[src/msu_pkg.sv]
package msu_pkg;
    // =====================================================================
    // Register map
    localparam logic [7:0] STATUS_ADDR      = 8'h6e;
    localparam logic [7:0] DONE_FLAGS_ADDR  = 8'h6f;
    localparam logic [7:0] DONE_FLAGS_RESET = 8'h00;
    // =====================================================================
    // Status field positions
    localparam int RATE_CTRL_BIT = 3;
    localparam int TXF_BIT       = 2;
    localparam int SCRATCH_BIT   = 1;
    localparam int NRDY_BIT      = 0;
    // =====================================================================
    // Done flag positions
    localparam int TEMP_DONE_BIT = 7;
    localparam int VCC_DONE_BIT  = 6;
    localparam int BIAS_DONE_BIT = 5;
    localparam int OPT_DONE_BIT  = 4;
    localparam int DONE_LSB      = 4;
    localparam int DONE_MSB      = 7;
    localparam int NUM_TX        = 2;
    // =====================================================================
    // Synchronised pin positions
    localparam int RATE_PIN      = 0;
    localparam int FAULT_ONE_PIN = 1;
    localparam int FAULT_TWO_PIN = 2;
    localparam int SUPPLY_PIN    = 3;
    localparam int NUM_PINS      = 4;
endpackage

[src/msu_regs.sv]
module msu_regs (
    // Clock and reset
    input  wire logic       i_core_clk,
    input  wire logic       i_rst,
    // Register access from the serial slave; i_view selects transmitter
    input  wire logic       i_view,
    input  wire logic [7:0] i_addr,
    input  wire logic       i_wr_en,
    input  wire logic [7:0] i_wr_data,
    output logic      [7:0] o_rd_data,
    // Pins
    input  wire logic       i_rate_select_input,
    input  wire logic       i_tx_fault_pin_one,
    input  wire logic       i_tx_fault_pin_two,
    input  wire logic       i_supply_ok,
    output logic            o_rate_select_output,
    // Conversion completions, one-cycle pulses per view
    input  wire logic [1:0] i_temp_done,
    input  wire logic [1:0] i_vcc_done,
    input  wire logic [1:0] i_bias_done,
    input  wire logic [1:0] i_opt_done
);
    // =====================================================================
    // Pin synchronisers, three stages; change taken when stages 2 and 3 agree.
    logic [msu_pkg::NUM_PINS-1:0] sync1_q, sync2_q, sync3_q, pin_q;
    logic [msu_pkg::NUM_PINS-1:0] sync1_d, pin_d;
    always_comb begin
        sync1_d = {i_supply_ok, i_tx_fault_pin_two, i_tx_fault_pin_one, i_rate_select_input};
        pin_d   = pin_q;
        for (int k = 0; k < msu_pkg::NUM_PINS; k++) begin
            if (sync2_q[k] == sync3_q[k]) begin
                pin_d[k] = sync3_q[k];
            end
        end
    end
    always_ff @(posedge i_core_clk or posedge i_rst) begin
        if (i_rst) begin
            sync1_q <= '0;
            sync2_q <= '0;
            sync3_q <= '0;
            pin_q   <= '0;
        end else begin
            sync1_q <= sync1_d;
            sync2_q <= sync1_q;
            sync3_q <= sync2_q;
            pin_q   <= pin_d;
        end
    end
    // =====================================================================
    // Register state. The rate-select control is shared by both views.
    logic       rate_ctrl_q, rate_ctrl_d;
    logic [1:0] scratch_q, scratch_d;
    logic [3:0] done_q [msu_pkg::NUM_TX];
    logic [3:0] done_d [msu_pkg::NUM_TX];
    logic       wr_status, wr_done;
    assign wr_status = i_wr_en && (i_addr == msu_pkg::STATUS_ADDR);
    assign wr_done   = i_wr_en && (i_addr == msu_pkg::DONE_FLAGS_ADDR);

    always_comb begin
        rate_ctrl_d = rate_ctrl_q;
        scratch_d   = scratch_q;
        if (wr_status) begin
            rate_ctrl_d       = i_wr_data[msu_pkg::RATE_CTRL_BIT];
            scratch_d[i_view] = i_wr_data[msu_pkg::SCRATCH_BIT];
        end
    end

    // Hardware set wins over a host clear in the same cycle, so no event is lost.
    for (genvar v = 0; v < msu_pkg::NUM_TX; v++) begin : g_view
        logic [3:0] set_v;
        assign set_v = {i_temp_done[v], i_vcc_done[v], i_bias_done[v], i_opt_done[v]};
        always_comb begin
            done_d[v] = done_q[v];
            if (wr_done && (i_view == v[0])) begin
                done_d[v] = done_q[v] & i_wr_data[msu_pkg::DONE_MSB:msu_pkg::DONE_LSB];
            end
            done_d[v] = done_d[v] | set_v;
        end
        always_ff @(posedge i_core_clk or posedge i_rst) begin
            if (i_rst) begin
                done_q[v] <= msu_pkg::DONE_FLAGS_RESET[7:msu_pkg::DONE_LSB];
            end else begin
                done_q[v] <= done_d[v];
            end
        end
    end

    always_ff @(posedge i_core_clk or posedge i_rst) begin
        if (i_rst) begin
            rate_ctrl_q <= 1'b0;
            scratch_q   <= 2'b00;
        end else begin
            rate_ctrl_q <= rate_ctrl_d;
            scratch_q   <= scratch_d;
        end
    end
    // =====================================================================
    // Outputs.
    logic       rate_out_q, rate_out_d;
    logic [7:0] rd_q, rd_d;
    always_comb begin
        rd_d = 8'h00;
        unique case (i_addr)
            msu_pkg::STATUS_ADDR: begin
                rd_d[msu_pkg::RATE_CTRL_BIT] = rate_ctrl_q;
                rd_d[msu_pkg::TXF_BIT]       = i_view ? pin_q[msu_pkg::FAULT_TWO_PIN]
                                                      : pin_q[msu_pkg::FAULT_ONE_PIN];
                rd_d[msu_pkg::SCRATCH_BIT]   = scratch_q[i_view];
                rd_d[msu_pkg::NRDY_BIT]      = ~pin_q[msu_pkg::SUPPLY_PIN];
            end
            msu_pkg::DONE_FLAGS_ADDR: begin
                rd_d = {done_q[i_view], 4'h0};
            end
            default: rd_d = 8'h00;
        endcase
    end

    // The output is the filtered pin ORed with the rate-select control, so a glitch lasting one sample on the input never reaches it.
    always_comb begin
        rate_out_d = pin_q[msu_pkg::RATE_PIN] | rate_ctrl_q;
    end

    always_ff @(posedge i_core_clk or posedge i_rst) begin
        if (i_rst) begin
            rd_q       <= 8'h00;
            rate_out_q <= 1'b0;
        end else begin
            rd_q       <= rd_d;
            rate_out_q <= rate_out_d;
        end
    end
    assign o_rd_data            = rd_q;
    assign o_rate_select_output = rate_out_q;
    // =====================================================================
    // Checks.
    // Each check looks one cycle ahead, because both outputs are registered.

    // Rate select.
    rate_force_a: assert property (@(posedge i_core_clk) disable iff (i_rst)
        rate_ctrl_q |=> o_rate_select_output)
        else $error("rate select not forced");
    rate_or_a: assert property (@(posedge i_core_clk) disable iff (i_rst)
        1'b1 |=> (o_rate_select_output == ($past(pin_q[0]) | $past(rate_ctrl_q))))
        else $error("rate select output wrong");
    ctrl_write_a: assert property (@(posedge i_core_clk) disable iff (i_rst)
        wr_status |=> (rate_ctrl_q == $past(i_wr_data[msu_pkg::RATE_CTRL_BIT])))
        else $error("rate select control write lost");

    // Status and unmapped read back.
    fault_two_a: assert property (@(posedge i_core_clk) disable iff (i_rst)
        (i_addr == msu_pkg::STATUS_ADDR && i_view)
        |=> (o_rd_data[msu_pkg::TXF_BIT] == $past(pin_q[msu_pkg::FAULT_TWO_PIN])))
        else $error("second fault mirror wrong");
    scratch_read_a: assert property (@(posedge i_core_clk) disable iff (i_rst)
        (i_addr == msu_pkg::STATUS_ADDR && i_view)
        |=> (o_rd_data[msu_pkg::SCRATCH_BIT] == $past(scratch_q[1])))
        else $error("scratch read wrong");
    status_high_a: assert property (@(posedge i_core_clk) disable iff (i_rst)
        (i_addr == msu_pkg::STATUS_ADDR) |=> (o_rd_data[7:4] == 4'h0))
        else $error("status upper bits not zero");
    other_zero_a: assert property (@(posedge i_core_clk) disable iff (i_rst)
        (i_addr != msu_pkg::STATUS_ADDR && i_addr != msu_pkg::DONE_FLAGS_ADDR)
        |=> (o_rd_data == 8'h00))
        else $error("unmapped read not zero");

    // Scratch copies.
    scratch_wr0_a: assert property (@(posedge i_core_clk) disable iff (i_rst)
        (wr_status && !i_view) |=> (scratch_q[0] == $past(i_wr_data[msu_pkg::SCRATCH_BIT])))
        else $error("first scratch write lost");
    scratch_sep_a: assert property (@(posedge i_core_clk) disable iff (i_rst)
        (wr_status && i_view) |=> (scratch_q[0] == $past(scratch_q[0])))
        else $error("scratch copies not separate");

    // Done flags, then status and scratch.
    temp_set_a: assert property (@(posedge i_core_clk) disable iff (i_rst)
        i_temp_done[0] |=> done_q[0][msu_pkg::TEMP_DONE_BIT - msu_pkg::DONE_LSB])
        else $error("temperature flag not set");
    vcc_set_a: assert property (@(posedge i_core_clk) disable iff (i_rst)
        i_vcc_done[0] |=> done_q[0][msu_pkg::VCC_DONE_BIT - msu_pkg::DONE_LSB])
        else $error("supply flag not set");
    bias_set_a: assert property (@(posedge i_core_clk) disable iff (i_rst)
        i_bias_done[1] |=> done_q[1][msu_pkg::BIAS_DONE_BIT - msu_pkg::DONE_LSB])
        else $error("bias flag not set");
    opt_set_a: assert property (@(posedge i_core_clk) disable iff (i_rst)
        i_opt_done[1] |=> done_q[1][msu_pkg::OPT_DONE_BIT - msu_pkg::DONE_LSB])
        else $error("power flag not set");
    done_clear_a: assert property (@(posedge i_core_clk) disable iff (i_rst)
        (wr_done && !i_view && !i_wr_data[msu_pkg::TEMP_DONE_BIT] && !i_temp_done[0])
        |=> !done_q[0][msu_pkg::TEMP_DONE_BIT - msu_pkg::DONE_LSB])
        else $error("done flag not cleared");
    done_sep_a: assert property (@(posedge i_core_clk) disable iff (i_rst)
        (wr_done && i_view && !i_temp_done[0] && !i_vcc_done[0] && !i_bias_done[0]
            && !i_opt_done[0]) |=> (done_q[0] == $past(done_q[0])))
        else $error("done flag copies not separate");
    done_read_a: assert property (@(posedge i_core_clk) disable iff (i_rst)
        (i_addr == msu_pkg::DONE_FLAGS_ADDR && !i_view)
        |=> (o_rd_data[msu_pkg::DONE_MSB:msu_pkg::DONE_LSB] == $past(done_q[0])))
        else $error("done flag read wrong");
    done_hold_a: assert property (@(posedge i_core_clk) disable iff (i_rst)
        (!done_q[0][3] && !i_temp_done[0]) |=> !done_q[0][3])
        else $error("cleared flag set without conversion");
    done_set_a: assert property (@(posedge i_core_clk) disable iff (i_rst)
        i_vcc_done[1] |=> done_q[1][2])
        else $error("done flag not set");
    resv_zero_a: assert property (@(posedge i_core_clk) disable iff (i_rst)
        (i_addr == msu_pkg::DONE_FLAGS_ADDR) |=> (o_rd_data[3:0] == 4'h0))
        else $error("reserved bits not zero");
    nrdy_read_a: assert property (@(posedge i_core_clk) disable iff (i_rst)
        (i_addr == msu_pkg::STATUS_ADDR) |=> (o_rd_data[0] == !$past(pin_q[3])))
        else $error("not ready flag wrong");
    fault_mirror_a: assert property (@(posedge i_core_clk) disable iff (i_rst)
        (i_addr == msu_pkg::STATUS_ADDR && !i_view) |=> (o_rd_data[2] == $past(pin_q[1])))
        else $error("fault mirror wrong");
    scratch_wr_a: assert property (@(posedge i_core_clk) disable iff (i_rst)
        (wr_status && i_view) |=> (scratch_q[1] == $past(i_wr_data[1])))
        else $error("scratch write lost");
endmodule

[config.mk]
export PLATFORM = sky130hd
export DESIGN_NAME = msu_regs
export DESIGN_NICKNAME = d
export VERILOG_FILES = /design/src/msu_pkg.sv /design/src/msu_regs.sv
export SDC_FILE = /design/constraint.sdc
export NUM_CORES = 1
export LEC_CHECK = 0
export BUFFER_PORTS_ARGS = -buffer_cell sky130_fd_sc_hd__buf_2
export CAP_MARGIN = 20
export CELL_PAD_IN_SITES_DETAIL_PLACEMENT = 1
export CELL_PAD_IN_SITES_GLOBAL_PLACEMENT = 2
export CORE_ASPECT_RATIO = 1.75
export CORE_MARGIN = 10
export CORE_UTILIZATION = 33
export CTS_BUF_LIST = sky130_fd_sc_hd__clkbuf_8 sky130_fd_sc_hd__clkbuf_16
export CTS_CLUSTER_DIAMETER = 60
export DETAILED_ROUTE_END_ITERATION = 10
export HOLD_SLACK_MARGIN = 0.12
export PLACE_DENSITY_LB_ADDON = 0.1
export SLEW_MARGIN = 20
export SYNTH_ARGS = -nofsm -noshare
export SYNTH_HDL_FRONTEND = slang
export SYNTH_SLANG_ARGS = --single-unit
[constraint.sdc]
create_clock -name i_core_clk -period 0.9 [get_ports i_core_clk]
set_input_delay 0.045 -clock i_core_clk [delete_from_list [all_inputs] [get_ports i_core_clk]]
set_output_delay 0.045 -clock i_core_clk [all_outputs]
set_load 0.005 [all_outputs]
==> results by group <==
Status
  – Outcome: finished, violations left
  – Failing checks: negative setup slack

Worst setup path
  – CP peak stage delay: 0.35 ns
  – Critical path required time: 1.07 ns
  – Crit-path max FO: 5
  – CP top delay family: simple AND/OR/NAND/NOR gates
  – Slowest-stage cell, CP: mux2_2
  – Arrival time at the worst endpoint: 1.08 ns
  – Crit start category: primary input
  – Crit path capture type: flop
  – Worst Path Buf+Inv: 1
  – Critical Path, Cell by Cell: buf_2 > nand4bb_4 > nor4b_2 > mux2_2
  – Critical path class: primary input to flop

Synth
  – Avg Inst Size Synth: 14.8 sq um
  – Synth area leader: dfrtp_1
  – Synthesis-stage register bit count: 36
  – Yosys top cell area share: 67.7%
  – Syn Inst Count: 90
  – Synth top area cells: dfrtp_1, o41ai_1, mux2i_1, nand2b_1, maj3_1
  – Synthesized area: 1330 sq um
  – Post-synthesis net count: 122
  – Seq/Total Area, Yosys: 67.7%
  – Yosys warns: 0
  – Synth cell types: 20

Place
  – Port Buffer Count: 38
  – Routability cong.: 0.775
  – Dpl hpwl: 2.27 mm
  – Cells after DPL: 179

Timing
  – Final Cycle Share: 101%
  – Slew headroom: 82.2%
  – Worst clock skew: 0.00512 ns
  – Max Fclk: 1.10 GHz
  – RSZ-0062 raised after global routing: yes
  – Setup violators final: 1
  – Max-slew violations: 0
  – Final WS setup: -0.0119 ns
  – Final hold vios: 0
  – Minimum clock period: 0.912 ns
  – Slew @ Worst Pin: 0.264 ns

Clock network
  – Setup Fix Bufs, Post-CTS: 0
  – CTS tree: built
  – CTS Buf Count: 5
  – Clk_lat worst skew: 0.28 ns
  – CTS Hold Bufs: 15
  – Clock Pin Slew Worst Setup and Hold Paths: 0.07 ns
  – Total clock sinks: 36
  – Clock root cell: clkbuf_8
  – Max clock buf depth: 2
  – Max H-tree Level: 2

Floorplanning
  – I/O pin total: 41
  – Initial Util: 34.1%
  – Row count: 30
  – Die width: 68.0 um
  – Die span in y: 104 um
  – Total die area: 7070 sq um
  – Core box area: 3900 sq um

Power and ir drop
  – Leak pwr: 0.000907 uW
  – Pwr per Cell Area: 1570 nW/um^2
  – Max VDD drop: 0.00106 V
  – Total Power: 3020 uW

Detailed routing
  – Total number of vias: 942
  – Total Wirelength: 3.09 mm
  – Avg WL per Cell: 15.4 um
  – DR iter-0 viols: 23
  – DR DRC count: 0
  – Routed Antenna Nets: 0
  – DRT Pass-1 Iters: 2
  – Drt via density: 4.69

Global route
  – Largest net degree at the start of global routing: 37
  – First-pass GRT wire length: 5.11 mm
  – Initial antenna violation count: 0
  – Total congestion overflow: 0
  – Total track usage: 9.34%
  – Vias in the first global route: 1064

Layout
  – Fillers: 409
  – Area Overhead vs Synth: 44.4%
  – Most frequent cells in the layout: buf_2, dfrtp_1, dlygate4sd3_1, nand2b_1, nor2_1
  – Share of post-route cells with drive strength above 1: 43.8%
  – Commonest non-fill, non-tap cell in the layout: buf_2
  – Final std cells w/o fill: 201
  – Final net count: 185
  – Antenna diodes: 0

Min path
  – Tightest Hold Check Type: primary input to flop

Flow run
  – Number of max-cap violations: 0
## final timing paths
| path | endpoint | depth (start not counted) | slack, ns | start |
|---|---|---|---|---|
| hold reg to reg | sync2_q[2] | 0 | 0.36 | sync1_q[2] |
| hold / removal | done_q[5] | 3 | 0.03 | i_wr_data[5] |
| setup / recovery | rate_ctrl_q | 4 | -0.01 | i_addr[7] |
| setup reg to reg | pin_q[3] | 1 | 0.03 | pin_q[3] |
| min in group asynchronous | sync1_q[1] | 4 | 0.36 | i_rst |
| max in group asynchronous | sync1_q[0] | 4 | 0.37 | i_rst |
## Yosys cell counts
master,count
nor4_1,1
mux2_1,1
nand3_1,1
nand4_2,1
mux2i_1,6
maj3_1,4
nor4_4,1
nand2_1,2
nand4bb_4,1
buf_6,1
nor2_1,8
o41ai_1,8
dfrtp_1,36
buf_2,1
inv_1,3
mux2_2,2
or4_4,1
or2_2,2
nor4b_1,1
nand2b_1,9
## per-layer routing
metal  wire length [um]  track usage, %  up-vias
met5                  0               0        -
met1               1150            9.70      467
met3                200            3.67        4
met2               1710            15.7       28
li1                   -               -      443
met4                 27            3.90        0
## state kept, by name, summed over array words and instances (netlist names)
signal                cells
done_q                    8
o_rd_data                 8
pin_q                     4
sync1_q                   4
sync2_q                   4
sync3_q                   4
scratch_q                 2
o_rate_select_output      1
rate_ctrl_q               1
## power by group
part | internal (uW) | switching [uW]
logic | 155 | 128
registers | 1670 | 26.4
clock network | 514 | 525
## logic make-up after synthesis
family | count (synthesis) | synth area share [%]
flip-flops | 36 | 67.7
AND/OR/NAND/NOR | 28 | 14.9
AO/OA/AOI/OAI | 8 | 5.26
adder cells (fa/ha/maj) | 4 | 3.01
buffers and inverters | 5 | 2.07
multiplexers | 9 | 7.05
## cell type report
cell class                      count  area [sq um]  share of cell area [%]
Sequential cell                    36           901                    46.9
Multi-Input combinational cell     49           478                    24.9
Timing Repair Buffer               58           394                    20.5
Clock buffer                        5          68.8                    3.58
Tap cell                           48          60.1                    3.13
Inverter                            3          11.3                   0.586
Clock inverter                      2          8.76                   0.456
## tightest hold or removal path, delay by kind of cell
kind                   cells  cell delay, ns
buffers and inverters      1            0.10
AOI/OAI and AO/OA          1            0.07
and+or+nand+nor            1            0.05
## through the flow
step | hold slack (ns) | setup slack [ns] | setup TNS [ns] | area [sq um] | util [%]
global route | 0.0269 | -0.0313 | -0.141 | 1920 | 49.2
global placement | 0.101 | -0.320 | -5.32 | 1620 | 41.4
detailed placement | 0.114 | -0.357 | -5.62 | 1620 | 41.4
finish | 0.0291 | -0.0119 | -0.0119 | 1920 | 49.2
floorplan | 0.0764 | -0.212 | -1.22 | 1330 | -
CTS | 0.00586 | -0.00484 | -0.00484 | 1890 | 48.4
## what timing repair did
action	CTS	global route
setup endpoints to repair	7	11
gates resized for setup	7	5
endpoints found under the hold margin	51	8
pin swaps	3	0
gates cloned	0	0
No activity file was read; power rests on OpenSTA's default activity.
